$ cat src/pkg/kpsc_pkg.sv
package kpsc_pkg;

   // register pages and addresses
   localparam logic [3:0]  PAGE_DATA             = 4'h0;
   localparam logic [3:0]  PAGE_CTRL             = 4'h1;
   localparam logic [5:0]  ADDR_KEY_DATA         = 6'h04;
   localparam logic [5:0]  ADDR_KEYPAD_CONTROL   = 6'h01;
   localparam logic [5:0]  ADDR_SOFT_RESET       = 6'h04;
   localparam logic [5:0]  ADDR_SECONDARY_CONFIG = 6'h06;
   localparam logic [5:0]  ADDR_KEY_MASK         = 6'h10;
   localparam logic [15:0] SOFT_RESET_CODE       = 16'hBB00;

   // serial command word layout
   localparam int CMD_RW_BIT   = 15;
   localparam int CMD_PAGE_LSB = 11;
   localparam int CMD_ADDR_LSB = 5;

   // field positions
   localparam int BIT_KEY_PRESSED    = 15;
   localparam int BIT_SCAN_BUSY_STOP = 14;
   localparam int DEBOUNCE_SEL_LSB   = 11;
   localparam int BIT_IRQ_REL_HI     = 15;
   localparam int BIT_IRQ_REL_LO     = 14;

   // reset values
   localparam logic [2:0]  RST_DEBOUNCE_SEL    = 3'h0;
   localparam logic [1:0]  RST_IRQ_RELEASE_SEL = 2'h3;
   localparam logic [15:0] RST_KEY_MASK        = 16'h0000;
   localparam logic [15:0] RST_KEY_DATA        = 16'h0000;

   // interrupt release selections
   localparam logic [1:0] REL_KEY_UP    = 2'h0;
   localparam logic [1:0] REL_STOP_ONLY = 2'h1;
   localparam logic [1:0] REL_ALL       = 2'h2;
   localparam logic [1:0] REL_DATA_READ = 2'h3;

   // timing
   localparam int CLK_PERIOD_PS     = 4000;
   localparam int MS_PS             = 1000000000;
   localparam int MS_CYCLES         = MS_PS / CLK_PERIOD_PS;
   localparam int ROW_SETTLE_NS     = 16;
   localparam int ROW_SETTLE_CYCLES =
      (ROW_SETTLE_NS * 1000 + CLK_PERIOD_PS - 1) / CLK_PERIOD_PS;
   localparam int SYNC_STAGES       = 2;
   localparam logic [6:0] DEBOUNCE_MS_TABLE [0:7] = '{
      7'h02, 7'h0A, 7'h14, 7'h32, 7'h3C, 7'h50, 7'h64, 7'h78};

endpackage : kpsc_pkg

$ cat src/logic/kpsc_spi_port.sv
`timescale 1ns/1ps
module kpsc_spi_port
   import kpsc_pkg::*;
(
   // clock and reset
   input  wire logic        clk,
   input  wire logic        rst,
   // serial pins
   input  wire logic        spiSclk,
   input  wire logic        spiCsN,
   input  wire logic        spiMosi,
   output logic             spiMiso,
   output logic             spiMisoOe,
   // register access
   output logic             regWrite,
   output logic             regRead,
   output logic [3:0]       regPage,
   output logic [5:0]       regAddr,
   output logic [15:0]      regWdata,
   input  wire logic [15:0] regRdata
);

   logic [2:0]  syncA;
   logic [2:0]  syncB;
   logic        sclkPrev;
   logic [5:0]  bitCnt;
   logic [15:0] shiftIn;
   logic [15:0] shiftOut;
   logic        isRead;
   logic        loadPend;
   logic [5:0]  next_bitCnt;
   logic [15:0] next_shiftIn;
   logic [15:0] next_shiftOut;
   logic        next_isRead;
   logic        next_loadPend;
   logic        next_regWrite;
   logic        next_regRead;
   logic [3:0]  next_regPage;
   logic [5:0]  next_regAddr;
   logic [15:0] next_regWdata;

   // pins are asynchronous: sclk must run at most clk/8
   always_ff @(posedge clk) begin
      syncA <= {spiMosi, spiCsN, spiSclk};
      syncB <= syncA;
   end

   always_comb begin
      logic [15:0] word;
      logic        rise;
      logic        fall;
      word          = {shiftIn[14:0], syncB[2]};
      rise          = syncB[0] & ~sclkPrev;
      fall          = ~syncB[0] & sclkPrev;
      next_bitCnt   = bitCnt;
      next_shiftIn  = shiftIn;
      next_shiftOut = shiftOut;
      next_isRead   = isRead;
      next_loadPend = 1'b0;
      next_regWrite = 1'b0;
      next_regRead  = 1'b0;
      next_regPage  = regPage;
      next_regAddr  = regAddr;
      next_regWdata = regWdata;
      if (syncB[1]) begin
         next_bitCnt = 6'h00;
         next_isRead = 1'b0;
      end else begin
         if (loadPend) begin
            next_shiftOut = regRdata;
         end
         if (rise && bitCnt < 6'h20) begin
            next_shiftIn = word;
            next_bitCnt  = bitCnt + 6'h01;
            if (bitCnt == 6'h0F) begin
               next_isRead   = word[CMD_RW_BIT];
               next_regPage  = word[CMD_PAGE_LSB +: 4];
               next_regAddr  = word[CMD_ADDR_LSB +: 6];
               next_regRead  = word[CMD_RW_BIT];
               next_loadPend = word[CMD_RW_BIT];
            end
            if (bitCnt == 6'h1F && !isRead) begin
               next_regWrite = 1'b1;
               next_regWdata = word;
            end
         end
         if (fall && isRead && bitCnt > 6'h10) begin
            next_shiftOut = {shiftOut[14:0], 1'b0};
         end
      end
   end

   always_ff @(posedge clk) begin
      if (rst) begin
         sclkPrev  <= 1'b0;
         bitCnt    <= 6'h00;
         shiftIn   <= 16'h0000;
         shiftOut  <= 16'h0000;
         isRead    <= 1'b0;
         loadPend  <= 1'b0;
         regWrite  <= 1'b0;
         regRead   <= 1'b0;
         regPage   <= 4'h0;
         regAddr   <= 6'h00;
         regWdata  <= 16'h0000;
         spiMiso   <= 1'b0;
         spiMisoOe <= 1'b0;
      end else begin
         sclkPrev  <= syncB[0];
         bitCnt    <= next_bitCnt;
         shiftIn   <= next_shiftIn;
         shiftOut  <= next_shiftOut;
         isRead    <= next_isRead;
         loadPend  <= next_loadPend;
         regWrite  <= next_regWrite;
         regRead   <= next_regRead;
         regPage   <= next_regPage;
         regAddr   <= next_regAddr;
         regWdata  <= next_regWdata;
         spiMiso   <= next_shiftOut[15];
         spiMisoOe <= ~syncB[1];
      end
   end

endmodule : kpsc_spi_port

$ cat src/logic/kpsc_keypad_scan_control.sv
`timescale 1ns/1ps
// Operation
// - key_pressed_flag goes high once debounced, inverse of irq pin, reset 0.
// - scan_busy_stop reads 0 while scanning or debouncing, 1 when idle.
// - writing 0 to scan_busy_stop keeps scanning until key release or stop.
// - writing 1 to scan_busy_stop halts scanning at once, even key held.
// - debounce_select codes 0..7 pick 2,10,20,50,60,80,100,120 ms; reset 0.
// - a key with its mask bit set is not detected by scans.
// - a lone masked key never raises the keypad interrupt.
// - the key mask resets to all zeros.
// - row r, column c maps to bit 4*(r-1)+(c-1).
// - each scan reports every pressed key in one data word.
// - three rectangle corners pressed may also report the fourth corner.
// - result_ready_status mirrors result_ready_n; low on new data.
// - secondary config writes store bits 15:14 as irq release select.
// - keypad_irq_n is active low and holds until an enabled release event.
// - hardware reset or writing BB00h to page 1 address 04h releases irq.
// - stop write, key release and data register read are release events.
// - release select 00:A/B/C, 01:A/B, 10:all, 11:A/B/D, reset 11.
module kpsc_keypad_scan_control
   import kpsc_pkg::*;
#(
   parameter int MS_TICK_CYCLES = MS_CYCLES
)
(
   // clock and reset
   input  wire logic       clk,
   input  wire logic       rst,
   // serial host port
   input  wire logic       spiSclk,
   input  wire logic       spiCsN,
   input  wire logic       spiMosi,
   output logic            spiMiso,
   output logic            spiMisoOe,
   // keypad matrix
   output logic [3:0]      rowDriveN,
   input  wire logic [3:0] colSenseN,
   // result and interrupt pins
   input  wire logic       touchDataPending,
   output logic            resultReadyN,
   output logic            keypadIrqN
);

   localparam int          MSW    = $clog2(MS_TICK_CYCLES);
   localparam logic [3:0]  SAMPLE = 4'(ROW_SETTLE_CYCLES + SYNC_STAGES);

   typedef enum logic [1:0] {
      ST_IDLE, ST_DEBOUNCE, ST_HOLD, ST_WAIT_RELEASE
   } kpsc_state_e;

   function automatic logic hit(input logic [3:0] page,
                                input logic [5:0] addr,
                                input logic [3:0] p,
                                input logic [5:0] a);
      hit = (page == p) && (addr == a);
   endfunction : hit

   function automatic logic [3:0] rowPattern(input kpsc_state_e st,
                                             input logic [1:0]  row);
      if (st == ST_DEBOUNCE || st == ST_HOLD) begin
         rowPattern = ~(4'h1 << row);
      end else begin
         rowPattern = 4'h0;
      end
   endfunction : rowPattern

   // register port
   logic        regWrite;
   logic        regRead;
   logic [3:0]  regPage;
   logic [5:0]  regAddr;
   logic [15:0] regWdata;
   logic [15:0] regRdata;

   kpsc_spi_port u_spi (
      .clk       (clk),
      .rst       (rst),
      .spiSclk   (spiSclk),
      .spiCsN    (spiCsN),
      .spiMosi   (spiMosi),
      .spiMiso   (spiMiso),
      .spiMisoOe (spiMisoOe),
      .regWrite  (regWrite),
      .regRead   (regRead),
      .regPage   (regPage),
      .regAddr   (regAddr),
      .regWdata  (regWdata),
      .regRdata  (regRdata)
   );

   logic [3:0]     colA;
   logic [3:0]     colB;
   logic [MSW-1:0] msCnt;
   logic           msTick;
   kpsc_state_e    state;
   kpsc_state_e    next_state;
   logic [1:0]     scanRow;
   logic [1:0]     next_scanRow;
   logic [3:0]     settleCnt;
   logic [3:0]     next_settleCnt;
   logic [15:0]    scanWord;
   logic [15:0]    next_scanWord;
   logic [15:0]    lastWord;
   logic [15:0]    next_lastWord;
   logic [6:0]     dbCnt;
   logic [6:0]     next_dbCnt;
   logic [2:0]     debounceSelect;
   logic [2:0]     next_debounceSelect;
   logic [1:0]     irqReleaseSel;
   logic [1:0]     next_irqReleaseSel;
   logic [15:0]    keyMask;
   logic [15:0]    next_keyMask;
   logic [15:0]    keyData;
   logic [15:0]    next_keyData;
   logic           keyNew;
   logic           next_keyNew;
   logic           irqActive;
   logic           next_irqActive;
   logic           busy;
   logic           anyKey;
   logic           ctrlWrite;
   logic           stopEvt;
   logic           resumeEvt;
   logic           dataRead;
   logic           softRst;
   logic           irqSet;
   logic           keyUpEvt;
   logic           relEvt;

   // first stage feeds only the second
   always_ff @(posedge clk) begin
      colA <= colSenseN;
      colB <= colA;
   end

   // free-running millisecond timebase
   always_ff @(posedge clk) begin
      if (rst) begin
         msCnt <= '0;
      end else if (msCnt == MSW'(MS_TICK_CYCLES - 1)) begin
         msCnt <= '0;
      end else begin
         msCnt <= msCnt + 1'b1;
      end
   end
   assign msTick = (msCnt == MSW'(MS_TICK_CYCLES - 1));

   assign busy      = (state == ST_DEBOUNCE) || (state == ST_HOLD);
   assign anyKey    = (colB != 4'hF);
   assign ctrlWrite = regWrite && hit(regPage, regAddr, PAGE_CTRL,
                                      ADDR_KEYPAD_CONTROL);
   assign stopEvt   = ctrlWrite && regWdata[BIT_SCAN_BUSY_STOP];
   assign resumeEvt = ctrlWrite && !regWdata[BIT_SCAN_BUSY_STOP];
   assign dataRead  = regRead && hit(regPage, regAddr, PAGE_DATA,
                                     ADDR_KEY_DATA);
   assign softRst   = regWrite && (regWdata == SOFT_RESET_CODE) &&
                      hit(regPage, regAddr, PAGE_CTRL, ADDR_SOFT_RESET);

   // register read answers
   always_comb begin
      regRdata = 16'h0000;
      if (hit(regPage, regAddr, PAGE_CTRL, ADDR_KEYPAD_CONTROL)) begin
         regRdata[BIT_KEY_PRESSED]    = irqActive;
         regRdata[BIT_SCAN_BUSY_STOP] = !busy;
         regRdata[DEBOUNCE_SEL_LSB +: 3] = debounceSelect;
      end else if (hit(regPage, regAddr, PAGE_CTRL,
                       ADDR_SECONDARY_CONFIG)) begin
         regRdata[BIT_IRQ_REL_HI] = resultReadyN;
         regRdata[BIT_IRQ_REL_LO] = irqReleaseSel[0];
      end else if (hit(regPage, regAddr, PAGE_CTRL, ADDR_KEY_MASK)) begin
         regRdata = keyMask;
      end else if (hit(regPage, regAddr, PAGE_DATA, ADDR_KEY_DATA)) begin
         regRdata = keyData;
      end
   end

   // scanner, debouncer and register state
   always_comb begin
      logic [15:0] capWord;
      logic [15:0] fullWord;
      capWord = scanWord;
      capWord[{scanRow, 2'b00} +: 4] = ~colB;
      // ghost keys on a rectangle's fourth corner pass through as seen
      fullWord = capWord & ~keyMask;
      next_state          = state;
      next_scanRow        = scanRow;
      next_settleCnt      = settleCnt;
      next_scanWord       = scanWord;
      next_lastWord       = lastWord;
      next_dbCnt          = dbCnt;
      next_debounceSelect = debounceSelect;
      next_irqReleaseSel  = irqReleaseSel;
      next_keyMask        = keyMask;
      next_keyData        = keyData;
      irqSet              = 1'b0;
      keyUpEvt            = 1'b0;
      if (settleCnt != SAMPLE) begin
         next_settleCnt = settleCnt + 4'h1;
      end
      case (state)
         ST_IDLE: begin
            if (settleCnt == SAMPLE && anyKey) begin
               next_state     = ST_DEBOUNCE;
               next_scanRow   = 2'h0;
               next_settleCnt = 4'h0;
               next_lastWord  = 16'h0000;
               next_dbCnt     = 7'h00;
            end
         end
         ST_DEBOUNCE, ST_HOLD: begin
            if (state == ST_DEBOUNCE && msTick && dbCnt != 7'h7F) begin
               next_dbCnt = dbCnt + 7'h01;
            end
            if (settleCnt == SAMPLE) begin
               next_settleCnt = 4'h0;
               next_scanWord  = capWord;
               next_scanRow   = scanRow + 2'h1;
               if (scanRow == 2'h3) begin
                  if (fullWord == 16'h0000) begin
                     next_state = ST_IDLE;
                     keyUpEvt   = (state == ST_HOLD);
                  end else if (state == ST_DEBOUNCE) begin
                     if (fullWord != lastWord) begin
                        next_lastWord = fullWord;
                        next_dbCnt    = 7'h00;
                     end else if (dbCnt >
                                  DEBOUNCE_MS_TABLE[debounceSelect]) begin
                        // a whole tick past the target keeps it a least time
                        next_keyData = fullWord;
                        irqSet       = 1'b1;
                        next_state   = ST_HOLD;
                     end
                  end
               end
            end
         end
         ST_WAIT_RELEASE: begin
            if (settleCnt == SAMPLE && !anyKey) begin
               next_state = ST_IDLE;
            end
         end
         default: begin
            next_state = ST_IDLE;
         end
      endcase
      if (stopEvt) begin
         next_state     = ST_WAIT_RELEASE;
         next_settleCnt = 4'h0;
      end else if (resumeEvt && state == ST_WAIT_RELEASE) begin
         next_state     = ST_IDLE;
         next_settleCnt = 4'h0;
      end
      if (ctrlWrite) begin
         next_debounceSelect = regWdata[DEBOUNCE_SEL_LSB +: 3];
      end
      if (regWrite && hit(regPage, regAddr, PAGE_CTRL,
                          ADDR_SECONDARY_CONFIG)) begin
         next_irqReleaseSel = regWdata[BIT_IRQ_REL_LO +: 2];
      end
      if (regWrite && hit(regPage, regAddr, PAGE_CTRL, ADDR_KEY_MASK)) begin
         next_keyMask = regWdata;
      end
      if (softRst) begin
         next_state          = ST_IDLE;
         next_settleCnt      = 4'h0;
         next_debounceSelect = RST_DEBOUNCE_SEL;
         next_irqReleaseSel  = RST_IRQ_RELEASE_SEL;
         next_keyMask        = RST_KEY_MASK;
         next_keyData        = RST_KEY_DATA;
         irqSet              = 1'b0;
      end
   end

   // release events; a new press in the same cycle wins over any release but a soft reset
   always_comb begin
      relEvt = softRst || stopEvt;
      if (keyUpEvt && (irqReleaseSel == REL_KEY_UP ||
                       irqReleaseSel == REL_ALL)) begin
         relEvt = 1'b1;
      end
      if (dataRead && (irqReleaseSel == REL_ALL ||
                       irqReleaseSel == REL_DATA_READ)) begin
         relEvt = 1'b1;
      end
      next_irqActive = irqActive;
      if (irqSet) begin
         next_irqActive = 1'b1;
      end else if (relEvt) begin
         next_irqActive = 1'b0;
      end
      next_keyNew = keyNew;
      if (irqSet) begin
         next_keyNew = 1'b1;
      end else if (dataRead || softRst) begin
         next_keyNew = 1'b0;
      end
   end

   always_ff @(posedge clk) begin
      if (rst) begin
         state          <= ST_IDLE;
         scanRow        <= 2'h0;
         settleCnt      <= 4'h0;
         scanWord       <= 16'h0000;
         lastWord       <= 16'h0000;
         dbCnt          <= 7'h00;
         debounceSelect <= RST_DEBOUNCE_SEL;
         irqReleaseSel  <= RST_IRQ_RELEASE_SEL;
         keyMask        <= RST_KEY_MASK;
         keyData        <= RST_KEY_DATA;
         keyNew         <= 1'b0;
         irqActive      <= 1'b0;
         rowDriveN      <= 4'h0;
         resultReadyN   <= 1'b1;
         keypadIrqN     <= 1'b1;
      end else begin
         state          <= next_state;
         scanRow        <= next_scanRow;
         settleCnt      <= next_settleCnt;
         scanWord       <= next_scanWord;
         lastWord       <= next_lastWord;
         dbCnt          <= next_dbCnt;
         debounceSelect <= next_debounceSelect;
         irqReleaseSel  <= next_irqReleaseSel;
         keyMask        <= next_keyMask;
         keyData        <= next_keyData;
         keyNew         <= next_keyNew;
         irqActive      <= next_irqActive;
         rowDriveN      <= rowPattern(next_state, next_scanRow);
         resultReadyN   <= ~(next_keyNew | touchDataPending);
         keypadIrqN     <= ~next_irqActive;
      end
   end
endmodule : kpsc_keypad_scan_control

$ cat config.mk
export PLATFORM = sky130hd
export DESIGN_NAME = kpsc_keypad_scan_control
export DESIGN_NICKNAME = d
export VERILOG_FILES = /design/src/pkg/kpsc_pkg.sv /design/src/logic/kpsc_spi_port.sv /design/src/logic/kpsc_keypad_scan_control.sv
export SDC_FILE = /design/constraint.sdc
export NUM_CORES = 1
export LEC_CHECK = 0
export BUFFER_PORTS_ARGS = -buffer_cell sky130_fd_sc_hd__buf_2
export CORE_ASPECT_RATIO = 1.25
export CORE_MARGIN = 2
export CORE_UTILIZATION = 50
export CTS_CLUSTER_SIZE = 28
export DETAILED_ROUTE_END_ITERATION = 10
export PLACE_DENSITY_LB_ADDON = 0.08
export SYNTH_ARGS = -nofsm -noshare
export SYNTH_HDL_FRONTEND = slang
export SYNTH_SLANG_ARGS = --single-unit
$ cat constraint.sdc
create_clock -name clk -period 8.8 [get_ports clk]
set_input_delay 1.32 -clock clk [delete_from_list [all_inputs] [get_ports clk]]
set_output_delay 1.32 -clock clk [all_outputs]
set_load 0.02 [all_outputs]
# After elaboration in Yosys (flattened, before gate mapping)
# Memory sizes are Yosys's and may differ from the RTL's.
# Index checks and enable logic that the tools add are counted.
totals:
  in_bits: 10
  wordCells: 213
  romBits: 56
  ramBits: 0
  out_inout_bits: 8
  latchBits: 0
  n_memories: 1
  reg_bits: 192
op_classes:
  div: 0
  n_lt_le_gt_ge: 4
  n_eq_ne: 28
  bitwise: 18
  reduce_logical: 57
  mul: 0
  n_mux: 64
  shift: 3
  addsub: 6
memory_table:
  columns: ["name", "words", "width", "read_ports", "rd_clocked_by_memory_dff", "wr", "line", "text"]
  rows:
  - ["(name not given)", 8, 7, 1, 0, 0, "kpsc_keypad_scan_control.sv:227", "DEBOUNCE_MS_TABLE[debounceSelect]) begin"]
ops:
  columns: ["op", "count"]
  rows:
  - ["16-bit 2-to-1 mux", 10]
  - ["7-bit 2-to-1 mux", 9]
  - ["16-bit one-hot mux with 2 select lines", 1]
  - ["2-bit 2-to-1 mux", 14]
  - ["1-bit logical AND", 24]
  - ["1-bit 2-to-1 mux", 19]
  - ["18-bit by 1-bit adder with 18-bit output (second input constant)", 1]
  - ["18-bit == test (second input constant)", 1]
  - ["16-bit AND", 1]
  - ["16-bit bitwise mux", 1]
  - ["16-bit == test (second input constant)", 1]
  - ["16-bit logical NOT", 1]
  - ["16-bit inequality test", 1]
  - ["16-bit inverter", 1]
  - ["4-bit by 6-bit variable shift with 16-bit output (first input constant)", 1]
  - ["4-bit by 6-bit indexed part select with 16-bit output", 1]
  - ["14-bit 2-to-1 mux", 1]
  - ["7-bit one-hot mux with 2 select lines", 1]
  - ["7-bit AND reduction", 2]
  - ["2-bit == test (second input constant)", 6]
  - ["6-bit by 3-bit == test with 1-bit output (second input constant)", 2]
  - ["6-bit by 5-bit == test with 1-bit output (second input constant)", 2]
  - ["4-bit 2-to-1 mux", 3]
  - ["2-bit inequality test (second input constant)", 6]
  - ["other kinds (38)", 70]

# Logic depth before layout (Yosys ltp)
logic_depth:
  depth_word: 19
  mapped_depth: 15

# Hierarchy
# A second synthesis with hierarchy kept.
hier_totals:
  cells_unflattened: 1171
  area_unflattened_um2: 9918.3
by_module_without_submodules:
  columns: ["module", "cells_each", "seq_area_each_um2", "instances", "area_each_um2"]
  rows:
  - ["kpsc_keypad_scan_control", 819, 2362.3, 1, 6718.9]
  - ["kpsc_spi_port", 352, 1481.4, 1, 3199.3]

# Least setup slack after synthesis
# OpenSTA, ideal clock, no wires.
synth_timing:
  kind: "register to register"
  startpoint: "reg scanRow[0]"
  endpoint: "reg lastWord[14]"
  stages_incl_launch_ff: 15
  required_ns: 8.708
  setup_time_ns: 0.092
  path_slack_ns: 5.453
  t_arrival_ns: 3.254
  cell_sequence: "dfxtp_1 > buf_6 > inv_1 > ha_1 > buf_4 > or4b_1 > a21oi_2 > xnor2_1 > nor4_1 > nand3_1 > nand2_1 > or4_1 > buf_2 > buf_2 > o32ai_1"
synth_via:
  elab_chain_len: 10
synth_rtl:
  columns: ["item", "line", "text"]
  rows:
  - ["from (decl)", "kpsc_keypad_scan_control.sv:97", "logic [1:0] scanRow;"]
  - ["from (signal assigned)", "kpsc_keypad_scan_control.sv:318", "scanRow <= next_scanRow;"]
  - ["4-bit negation with 6-bit output", "kpsc_keypad_scan_control.sv:182", "capWord[{scanRow, 2'b00} +: 4] = ~colB;"]
  - ["4-bit by 6-bit indexed part select with 16-bit output or 4-bit by 6-bit variable shift with 16-bit output (tied branches)", "kpsc_keypad_scan_control.sv:182", null]
  - ["16-bit bitwise mux", "kpsc_keypad_scan_control.sv:182", null]
  - ["16-bit AND", "kpsc_keypad_scan_control.sv:184", "fullWord = capWord & ~keyMask;"]
  - ["16-bit 2-to-1 mux", "kpsc_keypad_scan_control.sv:223", "if (fullWord != lastWord) begin"]
  - ["16-bit 2-to-1 mux", "kpsc_keypad_scan_control.sv:222", "end else if (state == ST_DEBOUNCE) begin"]
  - ["16-bit 2-to-1 mux", "kpsc_keypad_scan_control.sv:219", "if (fullWord == 16'h0000) begin"]
  - ["16-bit 2-to-1 mux", "kpsc_keypad_scan_control.sv:218", "if (scanRow == 2'h3) begin"]
  - ["16-bit 2-to-1 mux", "kpsc_keypad_scan_control.sv:214", "if (settleCnt == SAMPLE) begin"]
  - ["16-bit one-hot mux with 2 select lines", "kpsc_keypad_scan_control.sv:200", "case (state)"]
  - ["to (signal assigned)", "kpsc_keypad_scan_control.sv:321", "lastWord <= next_lastWord;"]
  - ["to (decl)", "kpsc_keypad_scan_control.sv:103", "logic [15:0] lastWord;"]
# Parallel ways exist; a longest one is shown, timed or not. The select of a mux whose other input is x is not followed.
# A chain may end at the register's enable or synchronous reset.

# Worst setup path after layout
layout_timing:
  startpoint: "reg scanRow[0]"
  endpoint: "reg lastWord[3]"
# Same word-level chain as after synthesis.

==> flow_metrics.tcl <==
set metrics [dict create \
    io_pins 18 \
    path_max_fanout 18 \
    syn_nets 1075 \
    synth_cells 1037 \
    clk_pin_slew_worst_paths_ps 80 \
    synth.avg_cell_area_sq_um 8.632 \
    clk_latency_ps 440 \
    min_from "colA[0]$_DFF_P_" \
    p_leak_uw 0.003379 \
    cts_resized 0 \
    mostFrequentLayoutCells "dfxtp_1, nor2_1, nand2_1" \
    synth_area_leader_cell "dfxtp_1" \
    crit_buf_inv 1 \
    grt_busiest_layer "met2" \
    grt_use_met1_pct 31.56 \
    r2r_end "lastWord[3]$_SDFFE_PP0P_" \
    min_path_type "reg -> reg" \
    hpwl_um 16220 \
    finalInstanceArea_sq_mm 0.009722 \
    final_cells 1257 \
    crit_slowest_cell "or4_1" \
    rsz0062_at_grt "no" \
    worstPathArrival_ps 4620 \
    vias_per_cell 5.948 \
    wirelength_um 22860 \
    met2_usage_pct 40.37 \
    status "finished, final reports clean" \
    clock.fmax_ghz 0.2336 \
    cts-root-buf "clkbuf_16" \
    synth_warnings 0 \
    min_period_ps 4281 \
    cts_tree "done" \
    relSlewSlack_pct 15.82 \
    fin_worst_skew_ps 14.24 \
    port_buffers 17 \
    cts_sinks 192 \
    ys_seq_area_share_pct 42.94 \
    drt_iter0_drc 590 \
    die_h_um 153.6 \
    timing.rr.start "scanRow[0]$_SDFF_PP0_" \
    async_reset_ff_share_pct 0 \
    grt_util_met3_pct 4.191 \
    cap_viol_max_count 0 \
    timing.final.crit_share_pct 48.65 \
    crit_path_end_kind "flop" \
    grt.overflow.total 0 \
    crit_chain "inv_1, ha_1, nand4bb_1, o32a_1, nand4_1, nor4_2, a21oi_2, nand2_1, or4_1, o32ai_1" \
    cts_buffers 17 \
    reg2regPathDepth 10 \
    hold_end "colB[0]$_DFF_P_" \
    crit_family "simple AND/OR/NAND/NOR gates" \
    placed_cell_area_sq_mm 0.009116 \
    grt_pass1_vias 6967 \
    max-clock-path-buffers 2 \
    tightest_slew_ps 1256 \
    n_antenna_cell 0 \
    num_rows 54 \
    startpoint_type "flop" \
    cts_htree_levels 4 \
    synth_flop_cell "dfxtp_1" \
    dp_cells 1225 \
    synthTopCellsByArea "dfxtp_1, nor2_1, nand2_1, mux2i_1, a21oi_1" \
    timing.final.max_slew_violations 0 \
    synth-edff-count 0 \
    setup_violations 0 \
    hold_buffers 0 \
    synth_seq_cells 192 \
    slowest_delay_ps 820 \
    die_w_um 123.7 \
    final_common_cell "dfxtp_1" \
    p_per_area_mw_per_mm2 176.4 \
    synthToLayoutAreaGrowth_pct 8.611 \
    coreArea_sq_mm 0.01750 \
    fillers 1670 \
    antenna_found_initial 0 \
    wl_per_cell_um 18.18 \
    path_class "reg -> reg" \
    netlist_area_sq_mm 0.008951 \
    tns_ps 0 \
    ant_nets 0 \
    min_path_cells 0 \
    first_pass_iters 5 \
    nNetsFinal 1058 \
    regToRegSetupSlack_ps 4520 \
    drive_above_1_share_pct 9.100 \
    start_util_pct 51.15 \
    grt_max_degree 69 \
    vias 7477 \
    synth_top_area_share_pct 42.94 \
    post_cts_buffers 0 \
    dieArea_sq_mm 0.01900 \
    gp_congestion 0.9688 \
    hold_viol 0 \
    grt_pass1_wl_um 36930 \
    drc 0 \
    irDropWorstVdd_v 0.0001305 \
    grt_util_all_layers_pct 24.88 \
    worst_ep_required_time_ps 9140 \
    synthDistinctLibCells 80 \
]
## worst max path at each step
stage,depth (start not counted),from,end
2_1_floorplan,14,scanRow[0]$_SDFF_PP0_,lastWord[14]$_SDFFE_PP0P_
3_3_place_gp,11,scanRow[0]$_SDFF_PP0_,keyData[15]$_SDFFE_PP0P_
3_5_place_dp,10,scanRow[0]$_SDFF_PP0_,lastWord[3]$_SDFFE_PP0P_
4_1_cts,11,scanRow[0]$_SDFF_PP0_,keyData[12]$_SDFFE_PP0P_
5_1_grt,10,scanRow[0]$_SDFF_PP0_,lastWord[6]$_SDFFE_PP0P_
6_report,10,scanRow[0]$_SDFF_PP0_,lastWord[3]$_SDFFE_PP0P_
## where the power goes
group,leakage [uW],internal [uW],switching (uW)
sequential,0.00155,876,8.47
combinational,0.00153,14.4,32.5
clock,0.000292,388,395
## layout make-up
cell class,count,area [sq um],area share (%)
inverters,49,183.9,1.892
clock inverters,15,180.2,1.853
clock buffers,17,425.4,4.376
flip-flops and latches,192,3844,39.54
multi-input cells,735,4661,47.94
repair buffers,25,147.6,1.519
well taps,224,280.3,2.883
## synth_stat cells (all sizes together), types with 3 or more instances
cell type  count
dfxtp        192
nor2         134
nand2         99
a21oi         73
inv           48
clkbuf        47
nand3         46
mux2i         36
nor3          32
ha            28
a22oi         21
o21ai         21
o32ai         19
nor4          15
and3          14
buf           14
xnor2         14
a22o          13
nand2b        13
a221oi        12
mux2           8
nand4          8
or3b           8
xor2           8
nor2b          7
nor3b          7
o31a           7
a211oi         6
or2            6
nor4b          5
or3            5
or4            5
a211o          4
a222oi         4
nand3b         4
nand4b         4
nand4bb        3
o21a           3
o311ai         3
or4b           3
## stage by stage
stage	setup slack, ps	hold WS, ps	util (%)	total power (uW)
finish	4519	330.5	55.56	1715
global route	4181	340.6	55.56	1774
CTS	4572	333.4	55.56	1730
detailed placement	4585	313.8	52.10	952.5
global placement	4699	310.1	52.10	952.3
floorplan	5453	309.6	-	938.0
## worst register-to-register path: cells and delay by family, from the launching register on
family / cells / cell delay, ps
adder cells (fa/ha/maj): 1 / 610
AO/OA/AOI/OAI: 3 / 1040
AND/OR/NAND/NOR: 5 / 1580
buffers and inverters: 1 / 220
flip-flops: 1 / 720
## state kept, by name, indices dropped and copies added (netlist names), 4 cells and up
register / count
lastWord: 16
u_spi.shiftIn: 15
colA: 4
rowDriveN: 4
colB: 4
u_spi.regPage: 4
u_spi.shiftOut: 15
scanWord: 16
keyData: 16
settleCnt: 4
u_spi.bitCnt: 6
msCnt: 18
u_spi.regWdata: 16
dbCnt: 7
u_spi.regAddr: 6
keyMask: 16
## routing by layer
metal  vias up  routed length (um)
met4         0                1064
met3        61                 622
met5         -                   0
li1       3671                   -
met1      3577               10140
met2       168               11030
## cells by family (layout without fill, tap and decap cells)
kind of cell | Yosys count | in the layout | synth area share [%]
flip-flops | 192 | 192 | 42.94
AND/OR/NAND/NOR | 427 | 427 | 23.94
XOR/XNOR | 22 | 22 | 2.153
AO/OA/AOI/OAI | 214 | 214 | 16.91
buffers and inverters | 110 | 106 | 5.102
adder cells (fa/ha/maj) | 28 | 28 | 3.914
multiplexers | 44 | 44 | 5.032
No activity file was read; power rests on OpenSTA's default activity.
